--- config.mk ---
export PLATFORM = sky130hd
export DESIGN_NAME = tmc_timer
export DESIGN_NICKNAME = d
export VERILOG_FILES = /design/src/rtl/tmc_pkg.sv /design/src/rtl/tmc_timer.sv
export SDC_FILE = /design/constraint.sdc
export NUM_CORES = 1
export LEC_CHECK = 0
export BUFFER_PORTS_ARGS = -buffer_cell sky130_fd_sc_hd__clkbuf_2
export CORE_ASPECT_RATIO = 0.7
export CORE_UTILIZATION = 53
export CTS_CLUSTER_SIZE = 28
export DETAILED_ROUTE_END_ITERATION = 8
export PLACE_DENSITY = 0.8
export SLEW_MARGIN = 20
export SYNTH_ARGS = -nofsm -noshare
export SYNTH_HDL_FRONTEND = slang
export SYNTH_SLANG_ARGS = --single-unit
export TNS_END_PERCENT = 5
--- constraint.sdc ---
create_clock -name sys_clk -period 2.85 [get_ports sys_clk]
set_clock_uncertainty 0.05 [all_clocks]
set_input_delay 0.1425 -clock sys_clk [delete_from_list [all_inputs] [get_ports sys_clk]]
set_output_delay 0.1425 -clock sys_clk [all_outputs]
set_load 0.03 [all_outputs]
--- src/rtl/tmc_pkg.sv ---
// Shared constants for the sixteen bit timer counter.
package tmc_pkg;

  // Register byte offsets on the APB bus.
  localparam logic [7:0] TMC_OFS_CNT_LO = 8'h00;
  localparam logic [7:0] TMC_OFS_CNT_HI = 8'h04;
  localparam logic [7:0] TMC_OFS_CTRL = 8'h08;
  localparam logic [7:0] TMC_OFS_FLAGS = 8'h0c;
  localparam logic [7:0] TMC_OFS_ENABLES = 8'h10;
  localparam logic [7:0] TMC_OFS_PRIO = 8'h14;

  // Field positions in counter_control.
  localparam int TMC_CTRL_ON = 0;
  localparam int TMC_CTRL_CS = 1;
  localparam int TMC_CTRL_SYNC = 2;
  localparam int TMC_CTRL_OSC = 3;
  localparam int TMC_CTRL_PS_LO = 4;
  localparam int TMC_CTRL_WIDE = 7;
  localparam logic [7:0] TMC_CTRL_MASK = 8'hbf;
  localparam logic [7:0] TMC_CTRL_RESET = 8'h00;

  // Overflow bit position in the flag, enable and priority registers.
  localparam int TMC_OVF_BIT = 0;
  localparam logic [7:0] TMC_IRQ_MASK = 8'h01;
  localparam logic [7:0] TMC_IRQ_RESET = 8'h00;

  // Compare mode code that selects the special event trigger.
  localparam logic [3:0] TMC_MODE_SPECIAL = 4'hb;

  // Counter limits.
  localparam logic [15:0] TMC_CNT_ZERO = 16'h0000;
  localparam logic [15:0] TMC_CNT_MAX = 16'hffff;

  // Core clock cycles per instruction cycle.
  localparam int TMC_INSTR_DIV = 4;

endpackage : tmc_pkg

--- src/rtl/tmc_timer.sv ---
// Sixteen bit timer counter with APB registers, prescaler and special event reset.
//
// The register offsets and the APB register port are this design's own decisions.
`timescale 1ns/1ns

module tmc_timer #(
  parameter int INSTR_DIV = tmc_pkg::TMC_INSTR_DIV
) (
  // Clock and reset.
  input wire logic sys_clk,
  input wire logic rst_b,
  // APB slave.
  input wire logic psel,
  input wire logic penable,
  input wire logic pwrite,
  input wire logic [7:0] paddr,
  input wire logic [31:0] pwdata,
  output logic [31:0] prdata,
  output logic pready,
  output logic pslverr,
  // External clock and crystal pins.
  input wire logic ext_clk_pin,
  input wire logic crystal_input_pin,
  output logic crystal_amp_output_pin,
  output logic osc_running,
  // Power state.
  input wire logic sleep_mode,
  // Capture compare unit and converter.
  input wire logic [3:0] compare_mode_field,
  input wire logic [15:0] compare_value_pair,
  input wire logic adc_enabled,
  output logic adc_start,
  // Interrupt request.
  output logic overflow_irq,
  output logic overflow_irq_high
);
  import tmc_pkg::*;

  logic [15:0] cnt_reg;
  logic [15:0] cnt_next;
  logic [7:0] hi_buf_reg;
  logic [7:0] ctrl_reg;
  logic [7:0] flags_reg;
  logic [7:0] enables_reg;
  logic [7:0] prio_reg;
  logic [2:0] psc_reg;
  logic [2:0] psc_limit;
  logic [7:0] div_reg;
  logic instr_tick;
  logic [2:0] ext_sync_reg;
  logic [2:0] xtal_sync_reg;
  logic ext_level_reg;
  logic xtal_level_reg;
  logic ext_rise;
  logic xtal_rise;
  logic src_tick;
  logic cnt_tick;
  logic match_hold_reg;
  logic trigger;
  logic overflow;
  logic wr_done;
  logic rd_setup;
  logic wr_lo;
  logic wr_hi;
  logic rd_lo;
  logic mapped;
  logic [31:0] rd_value;

  logic ctl_on;
  logic ctl_cs;
  logic ctl_osc;
  logic ctl_wide;
  logic [1:0] ctl_ps;

  // The sync select bit is stored but has no effect: external inputs are
  // always synchronised, so the trigger reset works in every counter mode.
  assign ctl_on = ctrl_reg[TMC_CTRL_ON];
  assign ctl_cs = ctrl_reg[TMC_CTRL_CS];
  assign ctl_osc = ctrl_reg[TMC_CTRL_OSC];
  assign ctl_wide = ctrl_reg[TMC_CTRL_WIDE];
  assign ctl_ps = ctrl_reg[TMC_CTRL_PS_LO +: 2];

  // Bus phases: writes act at the completing access edge, read data is
  // prepared at the setup edge so it is ready in the access cycle.
  assign wr_done = psel && penable && pready && pwrite;
  assign rd_setup = psel && !penable && !pwrite;
  assign wr_lo = wr_done && (paddr == TMC_OFS_CNT_LO);
  assign wr_hi = wr_done && (paddr == TMC_OFS_CNT_HI);
  assign rd_lo = rd_setup && (paddr == TMC_OFS_CNT_LO);

  // Address decode for reads and error reporting.
  always_comb begin
    mapped = 1'b1;
    rd_value = 32'h0000_0000;
    if (paddr == TMC_OFS_CNT_LO) begin
      rd_value[7:0] = cnt_reg[7:0];
    end else if (paddr == TMC_OFS_CNT_HI) begin
      rd_value[7:0] = ctl_wide ? hi_buf_reg : cnt_reg[15:8];
    end else if (paddr == TMC_OFS_CTRL) begin
      rd_value[7:0] = ctrl_reg;
    end else if (paddr == TMC_OFS_FLAGS) begin
      rd_value[7:0] = flags_reg;
    end else if (paddr == TMC_OFS_ENABLES) begin
      rd_value[7:0] = enables_reg;
    end else if (paddr == TMC_OFS_PRIO) begin
      rd_value[7:0] = prio_reg;
    end else begin
      mapped = 1'b0;
    end
  end

  // Ready is raised for the access cycle that follows each setup cycle.
  always_ff @(posedge sys_clk or negedge rst_b) begin
    if (!rst_b) begin
      pready <= 1'b0;
      pslverr <= 1'b0;
    end else begin
      pready <= psel && !penable;
      pslverr <= psel && !penable && !mapped;
    end
  end

  always_ff @(posedge sys_clk or negedge rst_b) begin
    if (!rst_b) begin
      prdata <= 32'h0000_0000;
    end else if (rd_setup) begin
      prdata <= rd_value;
    end
  end

  // Control register; reset leaves the counter stopped on the internal
  // clock with a 1:1 prescale.
  always_ff @(posedge sys_clk or negedge rst_b) begin
    if (!rst_b) begin
      ctrl_reg <= TMC_CTRL_RESET;
    end else if (wr_done && paddr == TMC_OFS_CTRL) begin
      ctrl_reg <= pwdata[7:0] & TMC_CTRL_MASK;
    end
  end

  always_ff @(posedge sys_clk or negedge rst_b) begin
    if (!rst_b) begin
      enables_reg <= TMC_IRQ_RESET;
      prio_reg <= TMC_IRQ_RESET;
    end else begin
      if (wr_done && paddr == TMC_OFS_ENABLES) begin
        enables_reg <= pwdata[7:0] & TMC_IRQ_MASK;
      end
      if (wr_done && paddr == TMC_OFS_PRIO) begin
        prio_reg <= pwdata[7:0] & TMC_IRQ_MASK;
      end
    end
  end

  // Sticky overflow flag; a wrap in the clearing cycle still sets it.
  always_ff @(posedge sys_clk or negedge rst_b) begin
    if (!rst_b) begin
      flags_reg <= TMC_IRQ_RESET;
    end else if (overflow) begin
      flags_reg[TMC_OVF_BIT] <= 1'b1;
    end else if (wr_done && paddr == TMC_OFS_FLAGS) begin
      flags_reg <= pwdata[7:0] & TMC_IRQ_MASK;
    end
  end

  always_ff @(posedge sys_clk or negedge rst_b) begin
    if (!rst_b) begin
      overflow_irq <= 1'b0;
      overflow_irq_high <= 1'b0;
    end else begin
      overflow_irq <= flags_reg[TMC_OVF_BIT] && enables_reg[TMC_OVF_BIT];
      overflow_irq_high <= flags_reg[TMC_OVF_BIT] && enables_reg[TMC_OVF_BIT]
                           && prio_reg[TMC_OVF_BIT];
    end
  end

  // Crystal oscillator control; sleep has no say over it.
  always_ff @(posedge sys_clk or negedge rst_b) begin
    if (!rst_b) begin
      osc_running <= 1'b0;
      crystal_amp_output_pin <= 1'b0;
    end else begin
      osc_running <= ctl_osc;
      crystal_amp_output_pin <= ctl_osc && !xtal_sync_reg[2];
    end
  end

  // Pin synchronisers; a level is accepted once the last two stages agree.
  always_ff @(posedge sys_clk or negedge rst_b) begin
    if (!rst_b) begin
      ext_sync_reg <= 3'h0;
      xtal_sync_reg <= 3'h0;
      ext_level_reg <= 1'b0;
      xtal_level_reg <= 1'b0;
    end else begin
      ext_sync_reg <= {ext_sync_reg[1:0], ext_clk_pin};
      xtal_sync_reg <= {xtal_sync_reg[1:0], crystal_input_pin};
      if (ext_sync_reg[1] == ext_sync_reg[2]) begin
        ext_level_reg <= ext_sync_reg[2];
      end
      if (xtal_sync_reg[1] == xtal_sync_reg[2]) begin
        xtal_level_reg <= xtal_sync_reg[2];
      end
    end
  end

  assign ext_rise = ext_sync_reg[1] && ext_sync_reg[2] && !ext_level_reg;
  assign xtal_rise = xtal_sync_reg[1] && xtal_sync_reg[2] && !xtal_level_reg;

  // Instruction cycle divider; the core clock is held in sleep.
  always_ff @(posedge sys_clk or negedge rst_b) begin
    if (!rst_b) begin
      div_reg <= 8'h00;
    end else if (sleep_mode) begin
      div_reg <= div_reg;
    end else if (div_reg == 8'(INSTR_DIV - 1)) begin
      div_reg <= 8'h00;
    end else begin
      div_reg <= div_reg + 8'h01;
    end
  end

  assign instr_tick = !sleep_mode && (div_reg == 8'(INSTR_DIV - 1));

  // Source selection between the instruction clock and the external edges.
  always_comb begin
    if (!ctl_cs) begin
      src_tick = instr_tick;
    end else if (ctl_osc) begin
      src_tick = xtal_rise;
    end else begin
      src_tick = ext_rise;
    end
  end

  // Prescaler divides the source by 1, 2, 4 or 8.
  always_comb begin
    case (ctl_ps)
      2'b00: psc_limit = 3'h0;
      2'b01: psc_limit = 3'h1;
      2'b10: psc_limit = 3'h3;
      default: psc_limit = 3'h7;
    endcase
  end

  // Only a low byte write clears the prescaler; control and high byte
  // writes leave its phase alone.
  always_ff @(posedge sys_clk or negedge rst_b) begin
    if (!rst_b) begin
      psc_reg <= 3'h0;
    end else if (wr_lo) begin
      psc_reg <= 3'h0;
    end else if (ctl_on && src_tick) begin
      psc_reg <= (psc_reg >= psc_limit) ? 3'h0 : psc_reg + 3'h1;
    end
  end

  assign cnt_tick = ctl_on && src_tick && (psc_reg >= psc_limit);

  // The compare value is the period: a match in trigger mode fires once
  // per match and restarts counting from zero.
  assign trigger = (compare_mode_field == TMC_MODE_SPECIAL)
                   && (cnt_reg == compare_value_pair) && !match_hold_reg;

  always_ff @(posedge sys_clk or negedge rst_b) begin
    if (!rst_b) begin
      match_hold_reg <= 1'b0;
    end else begin
      match_hold_reg <= (cnt_reg == compare_value_pair);
    end
  end

  always_ff @(posedge sys_clk or negedge rst_b) begin
    if (!rst_b) begin
      adc_start <= 1'b0;
    end else begin
      adc_start <= trigger && adc_enabled;
    end
  end

  // Overflow only comes from a counting wrap, never from a write or trigger.
  assign overflow = cnt_tick && !trigger && !wr_lo && !wr_hi
                    && (cnt_reg == TMC_CNT_MAX);

  // Counter priority: bus write, then trigger reset, then count.
  always_comb begin
    cnt_next = cnt_reg;
    if (wr_lo) begin
      cnt_next[7:0] = pwdata[7:0];
      if (ctl_wide) begin
        cnt_next[15:8] = hi_buf_reg;
      end
    end else if (wr_hi) begin
      if (!ctl_wide) begin
        cnt_next[15:8] = pwdata[7:0];
      end
    end else if (trigger) begin
      cnt_next = TMC_CNT_ZERO;
    end else if (cnt_tick) begin
      cnt_next = cnt_reg + 16'h0001;
    end
  end

  // Write beats a coincident trigger because the write branch comes first.
  // The counter has no reset so that it keeps its value across resets.
  always_ff @(posedge sys_clk) begin
    cnt_reg <= cnt_next;
  end

  // High byte buffer for coherent wide access.
  always_ff @(posedge sys_clk or negedge rst_b) begin
    if (!rst_b) begin
      hi_buf_reg <= 8'h00;
    end else if (ctl_wide && rd_lo) begin
      hi_buf_reg <= cnt_reg[15:8];
    end else if (ctl_wide && wr_hi) begin
      hi_buf_reg <= pwdata[7:0];
    end
  end

endmodule : tmc_timer

==> flow_metrics.tcl, run 1 <==
set metrics [dict create \
    min_path_type "in -> reg" \
    drcViolationCount 0 \
    ant_nets 0 \
    dr.pass1.iters 5 \
    ys_warn_count 0 \
    endpoint_kind "flip-flop" \
    clk_pin_slew_worst_paths_ps 80 \
    port_buffers 59 \
    synthesis.area_sq_mm 0.004054 \
    finalSetupViolations 0 \
    row_count 26 \
    drive_gt1_frac 0.2596 \
    fin_crit_ps 2465 \
    worstPathRequired_ps 2800 \
    setup_tns_ps 0 \
    synth_top_area_share 0.3272 \
    p_per_area_mw_per_mm2 464.6 \
    crit_type "reg -> reg" \
    cts_tree "done" \
    timing.max_cap.violations 0 \
    die_h_um 75.17 \
    cellInternalPower_mw 1.616 \
    grt_pass1_wl_um 15840 \
    final_nets 542 \
    cts_sinks 69 \
    route.detailed.wl_per_inst_um 17.69 \
    place_area_sq_mm 0.004408 \
    fp.dieW_um 106.5 \
    vias 3364 \
    grt_pass1_vias 3140 \
    synth_edf_count 16 \
    p_sw_frac 0.2572 \
    dpl.cell_count 548 \
    crit_fanout 8 \
    core_sq_mm 0.007352 \
    drtIter0Drc 290 \
    grt_usage 0.2673 \
    netlist_top_cells_count "dfrtp_1 (53), nand2_1 (39), buf_4 (24), xor2_1 (24)" \
    wl_um 10050 \
    hold_ws_ps 51.86 \
    design_area_sq_mm 0.004683 \
    clk_latency_ps 350 \
    hpwl_um 7543 \
    grt_setup_unrepaired "no" \
    synth.area.top_cells "dfrtp_1 (33%), edfxtp_1 (12%), mux2_2 (5.6%)" \
    critPathLaunchType "flip-flop" \
    hold_violations 0 \
    outcome "finished clean" \
    r2r_slack_ps 380 \
    fin_crit_sh 0.8650 \
    combPwrFrac 0.097 \
    slew_violations 0 \
    p_clk_frac 0.417 \
    synth_flop_cell "dfrtp_1" \
    ys_async_sr_fraction 0.7681 \
    io_pins 108 \
    worstPathArrival_ps 2420 \
    numCtsBuffers 9 \
    area_delta_synth_final_pct 15.52 \
    root_buffer "clkbuf_8" \
    route.detailed.vias_per_inst 5.923 \
    synth.yosys.seq_area_share 0.4457 \
    cts_setup_buffers 0 \
    antennaDiodeCount 0 \
    grt_max_degree 42 \
    overflow 0 \
    synth-seq-cells 69 \
    synth_cell_type_count 60 \
    relSlewSlack 0.3918 \
    leakage_nw 2.073 \
    htree_levels 3 \
    ff_latch_area_sq_mm 0.001807 \
    synth_area_leader_cell "dfrtp_1" \
    initial_core_util 0.5514 \
    tightest_slew_ps 912.4 \
    antenna_found_initial 0 \
    num-fill-cells 606 \
    yosysMostFrequentCell "dfrtp_1" \
    pwr-share-seq 0.486 \
    final_cell_count_no_fill 568 \
    largest_register_ffs 16 \
    cts_resized 0 \
    netlist_instances 396 \
    clock_tree.buffer_depth 2 \
    irDropWorstVdd_v 0.0002270 \
    die_area_sq_mm 0.008008 \
    multiInputGateArea_sq_mm 0.002026 \
    power_switching_uw 559.6 \
    gp_congestion 0.9932 \
    timing.fmax_mhz 405.6 \
    syn_avg_cell_area_sq_um 10.24 \
]
==> through the flow <==
step                      power [mW]  setup WS (ps)    util
after floorplan                1.218          516.3       -
after global placement         1.271          472.0  0.5996
after detailed placement       1.283          415.1  0.5996
after CTS                      2.191          386.9  0.6370
after global routing           2.268          214.4  0.6370
final                          2.176          384.7  0.6370
==> cell type report <==
type                            instances  area share
Clock buffer                           11     0.03714
Clock inverter                          5     0.01309
Inverter                               14     0.01122
Multi-Input combinational cell        294      0.4325
Sequential cell                        69      0.3858
Tap cell                               98     0.02618
Timing Repair Buffer                   77     0.09404
==> power groups by stage <==
stage | Sequential, mW | Combinational (mW) | Clock [mW]
after floorplan | 1.08 | 0.139 | 0
after global placement | 1.07 | 0.196 | 0
after detailed placement | 1.08 | 0.205 | 0
after CTS | 1.06 | 0.211 | 0.923
after global routing | 1.06 | 0.233 | 0.973
final | 1.06 | 0.210 | 0.908
==> cells by family (layout without fill, tap and decap cells) <==
kind of cell / Yosys count / count (layout) / synth area share
AOI/OAI and AO/OA: 77 / 77 / 0.1272
xor gates and xnor gates: 34 / 34 / 0.07346
adders and majority gates: 8 / 8 / 0.02469
buffers and inverters: 56 / 107 / 0.07592
DFF: 69 / 69 / 0.4457
muxes: 25 / 25 / 0.06790
other: 1 / 24 / 0.0009250
and+or+nand+nor: 126 / 126 / 0.1843
==> critical path: stages, from the launching register on <==
cell and delay, ps:
dfrtp_1 450, ha_1 250, nor2b_1 280, and3b_1 230, a32o_1 250, and2_1 200
o31a_1 390
==> routing by layer <==
layer,GRT usage,up-vias,wire length [um],share of wire
met5,0,-,0,0
met2,0.3925,191,4391,0.44
met1,0.3708,1619,4460,0.44
met4,0.07915,0,139,0.014
met3,0.1013,17,1057,0.11
li1,-,1537,-,-
==> worst paths after layout <==
path | from | endpoint | depth (start not counted)
min in group asynchronous | rst_b | ctrl_reg[1] | 2
setup reg to reg | div_reg[0] | cnt_reg[3] | 6
hold / removal | pwdata[6] | hi_buf_reg[6] | 3
hold reg to reg | xtal_sync_reg[0] | xtal_sync_reg[1] | 0
setup / recovery | div_reg[0] | cnt_reg[3] | 6
max in group asynchronous | rst_b | ctrl_reg[0] | 3
==> cells in the final DEF (no fill, tap or decap), drive strengths merged, types with 4 or more instances in the layout <==
master / Yosys / final
a22oi: 16 / 16
xor2: 24 / 24
nand2: 40 / 40
o22ai: 5 / 5
nor4: 14 / 14
mux2: 20 / 20
nand4: 11 / 11
xnor2: 10 / 10
o31ai: 8 / 8
mux2i: 5 / 5
nand3: 10 / 10
inv: 14 / 16
dfrtp: 53 / 53
edfxtp: 16 / 16
buf: 26 / 15
a21oi: 9 / 9
o21ai: 22 / 22
conb: 1 / 24
nor2: 12 / 12
dlygate4sd3: 0 / 4
clkbuf: 16 / 69
ha: 8 / 8
nor3: 6 / 6
and2: 7 / 7
==> timing repair <==
action,in CTS,in global routing
endpoints found under the hold margin,43,0
setup endpoints to repair,0,0
hold buffers,4,0
No activity file was read; power rests on OpenSTA's default activity.
==> run 2: changes to the inputs <==
--- a/config.mk
+++ b/config.mk
@@ -11,6 +11,7 @@
 export CTS_CLUSTER_SIZE = 28
 export DETAILED_ROUTE_END_ITERATION = 8
 export PLACE_DENSITY = 0.8
+export REMOVE_ABC_BUFFERS = 1
 export SLEW_MARGIN = 20
 export SYNTH_ARGS = -nofsm -noshare
 export SYNTH_HDL_FRONTEND = slang
==> run 2 against run 1 <==
Effect of this change:
- sequential share of layout area down 0.21 points
- global-route usage decreased by 0.81 points
- cell area increased by 0.53%
- critical endpoint is now cnt_reg[2]
- sequential cell count unchanged
- largest cell class unchanged
- die area stayed put
- wire length decreased by 1.7%
==> flow_metrics.tcl, run 2 (synthesis gave the netlist of run 1 again) <==
set metrics [dict create \
    outcome "finished clean" \
    cellInternalPower_mw 1.705 \
    die_area_sq_mm 0.008008 \
    r2r_end "cnt_reg[2]" \
    fin_crit_sh 0.8968 \
    leakage_nw 2.082 \
    root_buffer "clkbuf_8" \
    worstPathArrival_ps 2510 \
    finalSetupViolations 0 \
    final_common_cell "clkbuf_2" \
    initial_core_util 0.5514 \
    num-fill-cells 603 \
    holdCritStartpoint "pwdata[6]" \
    dr.pass1.iters 6 \
    grt_pass1_wl_um 15440 \
    cts_sinks 69 \
    pwr-share-seq 0.464 \
    p_per_area_mw_per_mm2 482.7 \
    critPathSlowestCell "edfxtp_1" \
    combPwrFrac 0.091 \
    crit_buf_inv 0 \
    design_area_sq_mm 0.004708 \
    gp_congestion 0.9161 \
    htree_levels 3 \
    finalPower_mw 2.273 \
    clk_latency_ps 350 \
    antenna_found_initial 0 \
    area_delta_synth_final_pct 16.14 \
    cp_num_cells 5 \
    largest_register_ffs 16 \
    die_h_um 75.17 \
    p_clk_frac 0.444 \
    core_sq_mm 0.007352 \
    crit_fanout 8 \
    cts_setup_buffers 0 \
    port_buffers 59 \
    p_sw_frac 0.2496 \
    route.met2.wl_um 4319 \
    hold_violations 0 \
    final_cell_count_no_fill 568 \
    endpoint_kind "flip-flop" \
    relSlewSlack 0.4020 \
    final_nets 542 \
    min_path_type "in -> reg" \
    clock_tree.buffer_depth 2 \
    route.detailed.wl_per_inst_um 17.39 \
    vias 3361 \
    cp_top_family "simple AND/OR/NAND/NOR gates" \
    hpwl_um 7340 \
    grt_usage 0.2592 \
    antennaDiodeCount 0 \
    slew_violations 0 \
    numCtsBuffers 9 \
    r2r_slack_ps 290 \
    r2r_start "cnt_reg[9]" \
    tightest_slew_ps 897.0 \
    cpPeakStageDelay_ps 510 \
    drtIter0Drc 369 \
    clk_pin_slew_worst_paths_ps 80 \
    cp_cell_sequence "xor2_1, nor4_1, nand4_1, nor2_1, o31a_1" \
    irDropWorstVdd_v 0.0003526 \
    hold_ws_ps 33.70 \
    wl_um 9879 \
    routed.top_layer "met4" \
    critPathLaunchType "flip-flop" \
    grt_pass1_vias 3100 \
    r2r_cells 5 \
    place_area_sq_mm 0.004408 \
    grt_setup_unrepaired "no" \
    overflow 0 \
    cp-endpoint "cnt_reg[2]" \
    grt_max_degree 41 \
    met3_wirelength_um 1255 \
    route.detailed.vias_per_inst 5.917 \
    fp.dieW_um 106.5 \
    drcViolationCount 0 \
    io_pins 108 \
    timing.fmax_mhz 391.3 \
    setup_tns_ps 0 \
    timing.max_cap.violations 0 \
    drive_gt1_frac 0.2596 \
    critPathLaunch "cnt_reg[9]" \
    worstPathRequired_ps 2800 \
    cts_tree "done" \
    wl_met1_um 4207 \
    row_count 26 \
    ant_nets 0 \
    dpl.cell_count 548 \
    power_switching_uw 567.2 \
    fin_crit_ps 2556 \
    crit_type "reg -> reg" \
    final_cell_mix "clkbuf_2 (58), dfrtp_1 (53), nand2_1 (39), xor2_1 (24), conb_1 (24)" \
]
[run 2: repair_timing]
item | 4_1_cts | 5_1_grt
endpoints found under the hold margin | 41 | 0
hold buffers | 4 | 0
resized for setup | 0 | 0
[run 2: final cells by class]
cell class	instances	area, sq um	area share
Multi-Input combinational cell	294	2026	0.4302
Sequential cell	69	1807	0.3837
Timing Repair Buffer	77	440.4	0.09354
Clock buffer	11	173.9	0.03694
Tap cell	98	122.6	0.02604
Clock inverter	5	86.33	0.01834
Inverter	14	52.55	0.01116
[run 2: worst register-to-register path, delay by kind of cell, from the launching register on]
family,cells,cell delay (ps)
and+or+nand+nor,3,950
xor gates and xnor gates,1,210
DFF,1,510
AOI/OAI and AO/OA,1,470
[run 2: how the worst min path moves through the flow]
stage                                   to  slack, ps  depth (start not counted)
after floorplan                  adc_start       -200                          0
after global placement    xtal_sync_reg[0]        200                          1
after detailed placement   ext_sync_reg[0]        200                          1
after CTS                    hi_buf_reg[6]         20                          3
after global routing         hi_buf_reg[6]         20                          3
final                        hi_buf_reg[6]         30                          3
[run 2: power groups by stage]
stage / clock network (mW) / logic [mW] / registers, mW
final: 1.01 / 0.208 / 1.06
after detailed placement: 0 / 0.202 / 1.08
after global routing: 1.07 / 0.229 / 1.06
after CTS: 1.02 / 0.208 / 1.06
after floorplan: 0 / 0.109 / 1.08
after global placement: 0 / 0.196 / 1.08
[run 2: metal layers]
| layer | GRT usage | vias to the layer above |
|---|---|---|
| li1 | - | 1541 |
| met1 | 0.3524 | 1599 |
| met2 | 0.3853 | 205 |
| met3 | 0.1039 | 16 |
| met4 | 0.07763 | 0 |
| met5 | 0 | - |
[run 2: per-stage QoR]
stage | setup slack (ps) | util
final | 294.1 | 0.6404
after global routing | 221.0 | 0.6404
after CTS | 370.5 | 0.6404
after detailed placement | 373.0 | 0.5996
after global placement | 441.5 | 0.5996
after floorplan | 150.4 | -
